**src/rtl/pmcsc_pkg.sv**
```systemverilog
package pmcsc_pkg;
  // register byte addresses in the special-function space
  localparam logic [7:0] PMCSC_EXTENDED_FLAG_REGISTER_ADDR = 8'h91;
  localparam logic [7:0] PMCSC_POWER_CONTROL_REGISTER_ADDR = 8'h87;
  localparam logic [7:0] PMCSC_PMR_ADDR = 8'hc4;
  localparam logic [7:0] PMCSC_STATUS_ADDR = 8'hc5;
  // field positions
  localparam int PMCSC_EXTENDED_FLAG_REGISTER_SRC_BIT = 3;
  localparam int PMCSC_EXTENDED_FLAG_REGISTER_RING_BIT = 2;
  localparam int PMCSC_PMR_DIV_HI = 7;
  localparam int PMCSC_PMR_DIV_LO = 6;
  localparam int PMCSC_PMR_SWB_BIT = 5;
  localparam int PMCSC_PMR_AMP_BIT = 3;
  localparam int PMCSC_POWER_CONTROL_REGISTER_IDLE_BIT = 0;
  localparam int PMCSC_ST_READY_BIT = 4;
  // divider codes and clocks per instruction cycle
  localparam logic [1:0] PMCSC_DIV_RSVD = 2'h0;
  localparam logic [1:0] PMCSC_DIV_4 = 2'h1;
  localparam logic [1:0] PMCSC_DIV_64 = 2'h2;
  localparam logic [1:0] PMCSC_DIV_1024 = 2'h3;
  localparam logic [10:0] PMCSC_CLKS_4 = 11'h004;
  localparam logic [10:0] PMCSC_CLKS_64 = 11'h040;
  localparam logic [10:0] PMCSC_CLKS_1024 = 11'h400;
  // reset values
  localparam logic [1:0] PMCSC_DIV_RST = PMCSC_DIV_4;
  localparam logic PMCSC_SRC_RST = 1'b1;
  localparam logic PMCSC_READY_RST = 1'b1;
  localparam logic PMCSC_SWB_RST = 1'b0;
  localparam logic PMCSC_AMP_OFF_RST = 1'b0;
  // crystal warm-up in crystal clocks after the oscillator starts
  localparam int PMCSC_WARMUP_CLKS = 65536;

  typedef struct packed {
    logic powerfail_level_active;
    logic high_level_active;
    logic low_level_active;
    logic port1_tx_busy;
    logic port1_rx_busy;
    logic port0_tx_busy;
    logic port0_rx_busy;
  } pmcsc_activity_s;

  typedef struct packed {
    logic ext_irq_serviceable;
    logic rx_start_edge;
    logic tx_buffer_write;
  } pmcsc_wake_s;
endpackage : pmcsc_pkg

```
**src/rtl/pmcsc_top.sv**
```systemverilog
// Function
// - status bit 7 mirrors power-fail service level
// - status bits 6,5 mirror high/low service
// - status bit 0 shows port 0 receiving
// - status bit 1 shows port 0 transmitting
// - status bits 3,2 show port 1 activity
// - extended flag bit 3 selects crystal or ring
// - reset runs from crystal, source independent
// - extended flag bit 2 reads ring active
// - amplifier-off bit settable only with ring selected
// - source change applies after one instruction cycle
// - clearing amplifier-off restarts warm-up, then ready
// - crystal select refused until crystal ready
// - switchback restores divider only, not source
// - divider bits 7:6 decode, reset 01
// - switchback enable bit 5 gates hardware switchback
// - ready resets to 1; status read-only
// - control bit 0 enters idle
// - any interrupt or reset leaves idle
// - reduced modes divide by 64 and 1024
// - reduced mode only entered from divide-by-4
// - switchback on interrupt, start edge, transmit write
//
// Implementation choices: the register addresses and the strobed register port.
`timescale 1ns/10ps
module pmcsc_top
  import pmcsc_pkg::*;
#(
  parameter int WARMUP_CLKS = PMCSC_WARMUP_CLKS
) (
  input wire logic CLK_SYS,
  input wire logic RST_N,
  input wire logic [7:0] ADDR,
  input wire logic [7:0] WDATA,
  input wire logic WR,
  input wire logic RD,
  output logic [7:0] RDATA,
  input wire pmcsc_activity_s ACTIVITY,
  input wire pmcsc_wake_s WAKE,
  input wire logic ANY_IRQ,
  input wire logic XTAL_RUNNING,
  output logic AMP_ENABLE,
  output logic CPU_SRC_XTAL,
  output logic RING_ACTIVE,
  output logic [1:0] DIV_ACTIVE,
  output logic CYCLE_STB,
  output logic IDLE
);

  ////////////////////////////////////////////////////////////////////////////
  // clocks per cycle
  function automatic logic [10:0] clks_per_cycle(input logic [1:0] code);
    case (code)
      PMCSC_DIV_64: clks_per_cycle = PMCSC_CLKS_64;
      PMCSC_DIV_1024: clks_per_cycle = PMCSC_CLKS_1024;
      default: clks_per_cycle = PMCSC_CLKS_4;
    endcase
  endfunction : clks_per_cycle

  logic [1:0] div_r;
  logic [1:0] div_act_r;
  logic src_sel_r;
  logic src_act_r;
  logic swb_r;
  logic amp_off_r;
  logic amp_en_r;
  logic ready_r;
  logic idle_r;
  logic stb_r;
  logic ring_r;
  logic [10:0] cyc_cnt_r;
  logic [16:0] warm_cnt_r;
  logic [7:0] status_r;
  logic [7:0] rdata_r;
  logic boundary;
  logic wr_pmr;
  logic wr_extended_flag_register;
  logic switchback;
  logic [1:0] div_wr;

  assign wr_pmr = WR && (ADDR == PMCSC_PMR_ADDR);
  assign wr_extended_flag_register = WR && (ADDR == PMCSC_EXTENDED_FLAG_REGISTER_ADDR);
  assign div_wr = WDATA[PMCSC_PMR_DIV_HI:PMCSC_PMR_DIV_LO];
  assign boundary = (cyc_cnt_r == clks_per_cycle(div_act_r) - 11'h001);
  assign switchback = swb_r && (WAKE.ext_irq_serviceable || WAKE.rx_start_edge
                                || WAKE.tx_buffer_write);

  ////////////////////////////////////////////////////////////////////////////
  // status mirror; the write path never touches it
  always_ff @(posedge CLK_SYS or negedge RST_N) begin
    if (!RST_N) begin
      status_r <= 8'h00;
    end else begin
      status_r[7] <= ACTIVITY.powerfail_level_active;
      status_r[6] <= ACTIVITY.high_level_active;
      status_r[5] <= ACTIVITY.low_level_active;
      status_r[3] <= ACTIVITY.port1_tx_busy;
      status_r[2] <= ACTIVITY.port1_rx_busy;
      status_r[1] <= ACTIVITY.port0_tx_busy;
      status_r[0] <= ACTIVITY.port0_rx_busy;
      status_r[4] <= 1'b0;
    end
  end

  ////////////////////////////////////////////////////////////////////////////
  // divider select; hardware switchback outranks a same-cycle write
  always_ff @(posedge CLK_SYS or negedge RST_N) begin
    if (!RST_N) begin
      div_r <= PMCSC_DIV_RST;
      swb_r <= PMCSC_SWB_RST;
    end else begin
      if (wr_pmr) begin
        swb_r <= WDATA[PMCSC_PMR_SWB_BIT];
      end
      if (switchback) begin
        div_r <= PMCSC_DIV_4;
      // limitation: a reserved code is dropped silently and never reads back
      end else if (wr_pmr && div_wr != PMCSC_DIV_RSVD) begin
        if (div_wr == PMCSC_DIV_4 || div_r == PMCSC_DIV_4) begin
          div_r <= div_wr;
        end
      end
    end
  end

  ////////////////////////////////////////////////////////////////////////////
  // source select and amplifier control
  always_ff @(posedge CLK_SYS or negedge RST_N) begin
    if (!RST_N) begin
      src_sel_r <= PMCSC_SRC_RST;
      amp_off_r <= PMCSC_AMP_OFF_RST;
      amp_en_r <= !PMCSC_AMP_OFF_RST;
    end else begin
      if (wr_extended_flag_register) begin
        if (!WDATA[PMCSC_EXTENDED_FLAG_REGISTER_SRC_BIT] || src_sel_r || (ready_r && !amp_off_r)) begin
          src_sel_r <= WDATA[PMCSC_EXTENDED_FLAG_REGISTER_SRC_BIT];
        end
      end
      if (wr_pmr) begin
        if (!WDATA[PMCSC_PMR_AMP_BIT] || !src_sel_r) begin
          amp_off_r <= WDATA[PMCSC_PMR_AMP_BIT];
          amp_en_r <= !WDATA[PMCSC_PMR_AMP_BIT];
        end
      end
    end
  end

  ////////////////////////////////////////////////////////////////////////////
  // warm-up counts crystal clocks once the oscillator shows activity
  always_ff @(posedge CLK_SYS or negedge RST_N) begin
    if (!RST_N) begin
      ready_r <= PMCSC_READY_RST;
      warm_cnt_r <= 17'h00000;
    // ready falls one edge after amplifier-off rises; polling software sees it late
    end else if (amp_off_r) begin
      ready_r <= 1'b0;
      warm_cnt_r <= 17'h00000;
    end else if (!ready_r && XTAL_RUNNING) begin
      if (warm_cnt_r == 17'(WARMUP_CLKS - 1)) begin
        ready_r <= 1'b1;
      end else begin
        warm_cnt_r <= warm_cnt_r + 17'h00001;
      end
    end
  end

  ////////////////////////////////////////////////////////////////////////////
  // instruction-cycle divider; new settings land only on a boundary so the
  // cpu never sees a truncated cycle
  always_ff @(posedge CLK_SYS or negedge RST_N) begin
    if (!RST_N) begin
      cyc_cnt_r <= 11'h000;
      div_act_r <= PMCSC_DIV_RST;
      src_act_r <= PMCSC_SRC_RST;
      stb_r <= 1'b0;
      ring_r <= 1'b0;
    end else begin
      stb_r <= boundary;
      if (boundary) begin
        cyc_cnt_r <= 11'h000;
        div_act_r <= div_r;
        if (src_sel_r == 1'b0 || !amp_off_r) begin
          src_act_r <= src_sel_r;
          ring_r <= !src_sel_r;
        end
      end else begin
        cyc_cnt_r <= cyc_cnt_r + 11'h001;
      end
    end
  end

  ////////////////////////////////////////////////////////////////////////////
  // idle: an interrupt in the same cycle as the entering write wins
  always_ff @(posedge CLK_SYS or negedge RST_N) begin
    if (!RST_N) begin
      idle_r <= 1'b0;
    end else if (ANY_IRQ) begin
      idle_r <= 1'b0;
    end else if (WR && ADDR == PMCSC_POWER_CONTROL_REGISTER_ADDR && WDATA[PMCSC_POWER_CONTROL_REGISTER_IDLE_BIT]) begin
      idle_r <= 1'b1;
    end
  end

  ////////////////////////////////////////////////////////////////////////////
  // read port, data valid the cycle after the strobe
  always_ff @(posedge CLK_SYS or negedge RST_N) begin
    if (!RST_N) begin
      rdata_r <= 8'h00;
    end else if (RD) begin
      case (ADDR)
        PMCSC_PMR_ADDR: rdata_r <= {div_r, swb_r, 1'b0, amp_off_r, 3'h0};
        PMCSC_STATUS_ADDR: rdata_r <= status_r | {3'h0, ready_r, 4'h0};
        PMCSC_EXTENDED_FLAG_REGISTER_ADDR: rdata_r <= {4'h0, src_sel_r, ring_r, 2'h0};
        PMCSC_POWER_CONTROL_REGISTER_ADDR: rdata_r <= {7'h00, idle_r};
        default: rdata_r <= 8'h00;
      endcase
    end else begin
      rdata_r <= 8'h00;
    end
  end

  assign RDATA = rdata_r;
  assign AMP_ENABLE = amp_en_r;
  assign CPU_SRC_XTAL = src_act_r;
  assign RING_ACTIVE = ring_r;
  assign DIV_ACTIVE = div_act_r;
  assign CYCLE_STB = stb_r;
  assign IDLE = idle_r;
endmodule : pmcsc_top

```
**config.mk**
```make
export PLATFORM = sky130hd
export DESIGN_NAME = pmcsc_top
export DESIGN_NICKNAME = d
export VERILOG_FILES = /design/src/rtl/pmcsc_pkg.sv /design/src/rtl/pmcsc_top.sv
export SDC_FILE = /design/constraint.sdc
export NUM_CORES = 1
export LEC_CHECK = 0
export ABC_AREA = 1
export ABC_CLOCK_PERIOD_IN_PS = 4900
export BUFFER_PORTS_ARGS = -buffer_cell sky130_fd_sc_hd__buf_4
export CORE_MARGIN = 1.5
export CORE_UTILIZATION = 55
export CTS_CLUSTER_DIAMETER = 80
export CTS_CLUSTER_SIZE = 40
export DETAILED_ROUTE_END_ITERATION = 6
export PLACE_DENSITY = 0.78
export SLEW_MARGIN = 20
export SYNTH_ARGS = -nofsm -noshare
export SYNTH_HDL_FRONTEND = slang
export SYNTH_SLANG_ARGS = --single-unit
```
**constraint.sdc**
```tcl
create_clock -name CLK_SYS -period 4.9 [get_ports CLK_SYS]
set_input_delay 0.735 -clock CLK_SYS [delete_from_list [all_inputs] [get_ports CLK_SYS]]
set_output_delay 0.735 -clock CLK_SYS [all_outputs]
set_load 0.01 [all_outputs]
```
# Yosys cells after proc, flatten, opt, wreduce, memory -nomap -nowiden
# Cells that the tools add are included.
# classes
n_mux	15
n_lt_le_gt_ge	0
shift	0
addsub	3
div_mod_pow	0
multipliers	0
bitwise	2
n_eq_ne	11
n_reduce_logical	31
# op_table
op	count
17-bit two-way mux	3
8-bit equality test (second input constant)	4
8-bit one-hot mux with 4 select lines	1
11-bit one-hot mux with 2 select lines	1
17-bit by 1-bit adder with 17-bit output (second input constant)	1
17-bit by 16-bit equality test with 1-bit output (second input constant)	1
2-bit AND reduction	6
2-bit nonzero test	6
11-bit by 1-bit adder with 11-bit output (second input constant)	1
11-bit equality test	1
11-bit two-way mux	1
11-bit by 1-bit subtractor with 11-bit output (second input constant)	1
1-bit logical AND	8
8-bit two-way mux	1
8-bit by 5-bit OR with 8-bit output	1
1-bit logical OR	7
2-bit two-way mux	3
1-bit two-way mux	5
2-bit by 1-bit equality test with 1-bit output (second input constant)	2
2-bit equality test (second input constant)	2
1-bit logical NOT	4
2-bit != test (second input constant)	1
1-bit NOT	1
# word_totals
n_memories	0
ramBits	0
latchBits	0
ff_bits	56
romBits	0
in_bits	32
word_cells	77

# Longest topological paths before layout
# logic_depth
depth_word	5
depth_mapped	14

# Least setup slack after synthesis
# No wires, ideal clock.
# synth_path
path_type	register to register
start	reg warm_cnt_r[0]
end	reg warm_cnt_r[12]
stages_incl_launch_ff	15
period_less_slack_ns	1.833
arrival_ns	1.716
path_slack_ns	3.067
path_buffers	0
setup_ns	0.117
path_cell_list	dfrtp_1 > ha_1 > nand3_1 > nor2_1 > nand2_1 > nor3_1 > ha_1 > nor2_1 > nand2_1 > nand2_2 > nand3_1 > nor2_1 > nand2_1 > nand2_1 > nor2_1
# synth_via
elab_chain_cells	4
elab_cells_between_ends	7
classes_between	1 x add/sub; 2 x eq/ne; 3 x mux; 1 x reduce/logical
# synth_rtl
element	line	text
start, declared	pmcsc_top.sv:72	logic [16:0] warm_cnt_r;
start signal, assigned	pmcsc_top.sv:162	warm_cnt_r <= warm_cnt_r + 17'h00001;
17-bit by 1-bit adder with 17-bit output	pmcsc_top.sv:162	
17-bit two-way mux	pmcsc_top.sv:159	if (warm_cnt_r == 17'(WARMUP_CLKS - 1)) begin
17-bit two-way mux	pmcsc_top.sv:158	end else if (!ready_r && XTAL_RUNNING) begin
17-bit two-way mux	pmcsc_top.sv:155	end else if (amp_off_r) begin
# Parallel ways exist; a longest one is shown, timed or not. The select of a mux whose other input is x is not followed.
# A chain may end at the register's enable or synchronous reset.

# Final worst setup path
# layout_path
start	reg warm_cnt_r[1]
end	reg warm_cnt_r[12]
# Same word-level chain as after synthesis.

==> impl_results.md <==
* Status: complete, no violations
* H-tree depth at 2
* Post-route setup slack at 2.68 ns
* Top-area cell type share of the netlist area at 0.454
* Post-CTS Resized at 0
* VDD IR-drop max at 0.000157 V
* Clock root cell: clkbuf_8
* Overall power at 1.08 mW
* Total gr overflow at 0
* Vias in the first global route at 2207
* Hold Crit Class: primary input to asynchronous set/reset pin
* Die H at 73.8 um
* Final hold violation count at 0
* Crit path kind: flip-flop to flip-flop
* Core area at 4790 sq um
* Max FO, Critical Path at 10
* Post-synthesis area per instance at 7.76 sq um
* Router iterations before antenna repair at 5
* Total I/O pin count at 47
* Count of cell types in the netlist at 27
* Ratio of cells with drive above 1 in the final layout at 0.168
* Die width at 73.8 um
* Area Overhead vs Synth at 19.0%
* Largest net degree at the start of global routing at 57
* RSZ-0062 raised after global routing: false
* Power per cell area at 331 nW/um^2
* Post-synth EDFFs at 0
* Post-route DRC at 0
* Max cap viols at 0
* Register area share after synthesis at 0.512
* DRT iter0 DRCs at 143
* GPL Wtd Cong at 0.862
* Main synth FF type: dfrtp_1
* DRT Wirelength at 5500 um
* Mapped Area at 2750 sq um
* First-pass GRT wire length at 9380 um
* Synthesized instance count at 355
* Async S/R FF share, synth at 1.00
* Die outline area at 5440 sq um
* Type of origin of the critical path: flip-flop
* Via/cell ratio at 4.97
* Final Max Tran Viols at 0
* Crit path arrival time at 2.47 ns
* CTS Buf Count at 5
* Mapped Nets at 390
* Post-Route Setup TNS at 0 ns
* Yosys warning count at 0
* Fin crit period at 2.22 ns
* Final Setup Violations at 0
* Post-route ant nets at 0
* Port Buffers at 43
* Pre-CTS WS at 2.72 ns
* Register bit total from synthesis at 56
* Clock buffer depth at 2
* Leading area contributor after synthesis: dfrtp_1
* CTS Hold Bufs at 0
* Initial antenna violation count at 0
* Post-DP HPWL at 3930 um
* Most frequent cells after synthesis: nand2_1, nor2_1, dfrtp_1
* Nets at 438
* Clock sinks at 56
* Fmax achieved at 450 MHz
* WL/cell at 11.7 um
* Reg clk slew, reported paths at 0.10 ns
* CTS tree: done
* Starting Density at 0.575
* Slew @ Worst Pin at 0.675 ns
* Slew HR at 0.550
* Critical path required time at 5.15 ns
* GRT Util Overall at 0.223
* Inserted Diodes at 0
* Crit. End Element: flip-flop
* Postcts setup bufs at 0
* Synth area leaders: dfrtp_1, nand2_1, nor2_1
* Clk_lat worst skew at 0.31 ns
* R2R setup slack at 2.68 ns
* Vias at 2341
* Most common cell in the netlist: nand2_1
* Leak Pwr at 1.65 nW
* Num rows at 25
* Final period util at 0.453
* Final setup skew at 0.00433 ns
==> worst paths after layout <==
path / startpoint / cells after the start / to
min in group CLK_SYS: div_r[0]$_DFFE_PN1P_ / 2 / div_r[0]$_DFFE_PN1P_
max: warm_cnt_r[1]$_DFFE_PN0P_ / 14 / warm_cnt_r[12]$_DFFE_PN0P_
max reg2reg: warm_cnt_r[1]$_DFFE_PN0P_ / 14 / warm_cnt_r[12]$_DFFE_PN0P_
min reg2reg: div_r[0]$_DFFE_PN1P_ / 2 / div_r[0]$_DFFE_PN1P_
max in group asynchronous: RST_N / 1 / amp_off_r$_DFFE_PN0P_
min: RST_N / 1 / RDATA[5]$_DFF_PN0_
==> flip-flops by register name, indices dropped and copies added, names as in the netlist, 2 cells and up <==
name	cells
div_r	2
DIV_ACTIVE	2
warm_cnt_r	17
status_r	7
RDATA	8
cyc_cnt_r	11
==> area by class of cell <==
cell class,count,area [sq um]
Clock buffer,7,96.3
Clock inverter,1,30.0
Fill cell,397,1510
Inverter,50,193
Multi-Input combinational cell,247,1140
Sequential cell,56,1410
Tap cell,67,83.8
Timing Repair Buffer,43,323
==> through the flow <==
step / cell area, sq um / std cells / hold slack, ns / utilization
2_1_floorplan: 2750 / 355 / 0.439 / -
3_3_place_gp: 3150 / 463 / 0.459 / 0.658
3_5_place_dp: 3150 / 463 / 0.463 / 0.658
4_1_cts: 3280 / 471 / 0.479 / 0.685
5_1_grt: 3280 / 471 / 0.501 / 0.685
6_report: 3280 / 471 / 0.458 / 0.685
==> where the power goes <==
group	switching (mW)	internal (mW)
logic	0.110	0.0813
registers	0.0476	0.516
clock network	0.148	0.180
total	0.306	0.778
==> metal layers <==
metal	GRT usage	routed length [um]	vias up
met2	0.377	2710	54
met5	0	0	-
met1	0.276	2430	1074
li1	-	-	1203
met3	0.0590	274	10
met4	0.0741	78	0
==> placed cells by master, fill, tap and decap left out, types with 5 or more instances in the layout <==
cell type	instances
nor3_1	9
clkbuf_8	7
dfrtp_1	50
nor2_1	51
nand3_1	30
dfstp_2	6
inv_1	48
nand4_1	7
buf_4	43
xor2_1	5
a21oi_1	8
o21ai_0	14
nand2_1	99
==> cells by family after synthesis <==
logic type | Yosys count | share of synthesized area
xor+xnor | 8 | 0.0254
flops | 56 | 0.512
fa+ha+maj | 3 | 0.0136
compound gates | 29 | 0.0563
buf+inv | 52 | 0.0736
simple gates | 207 | 0.319
==> critical path, cell delays in order (launching register included) <==
cell,delay (ns)
dfrtp_1,0.38
ha_1,0.17
nand3_1,0.14
nor2_1,0.21
nand2_1,0.09
nor3_1,0.17
ha_1,0.23
nor2_1,0.06
nand2_1,0.14
nand2_2,0.16
nand3_1,0.15
nor2_1,0.05
nand2_1,0.05
nand2_1,0.05
nor2_1,0.10
Power figures use the tool's default switching activity.
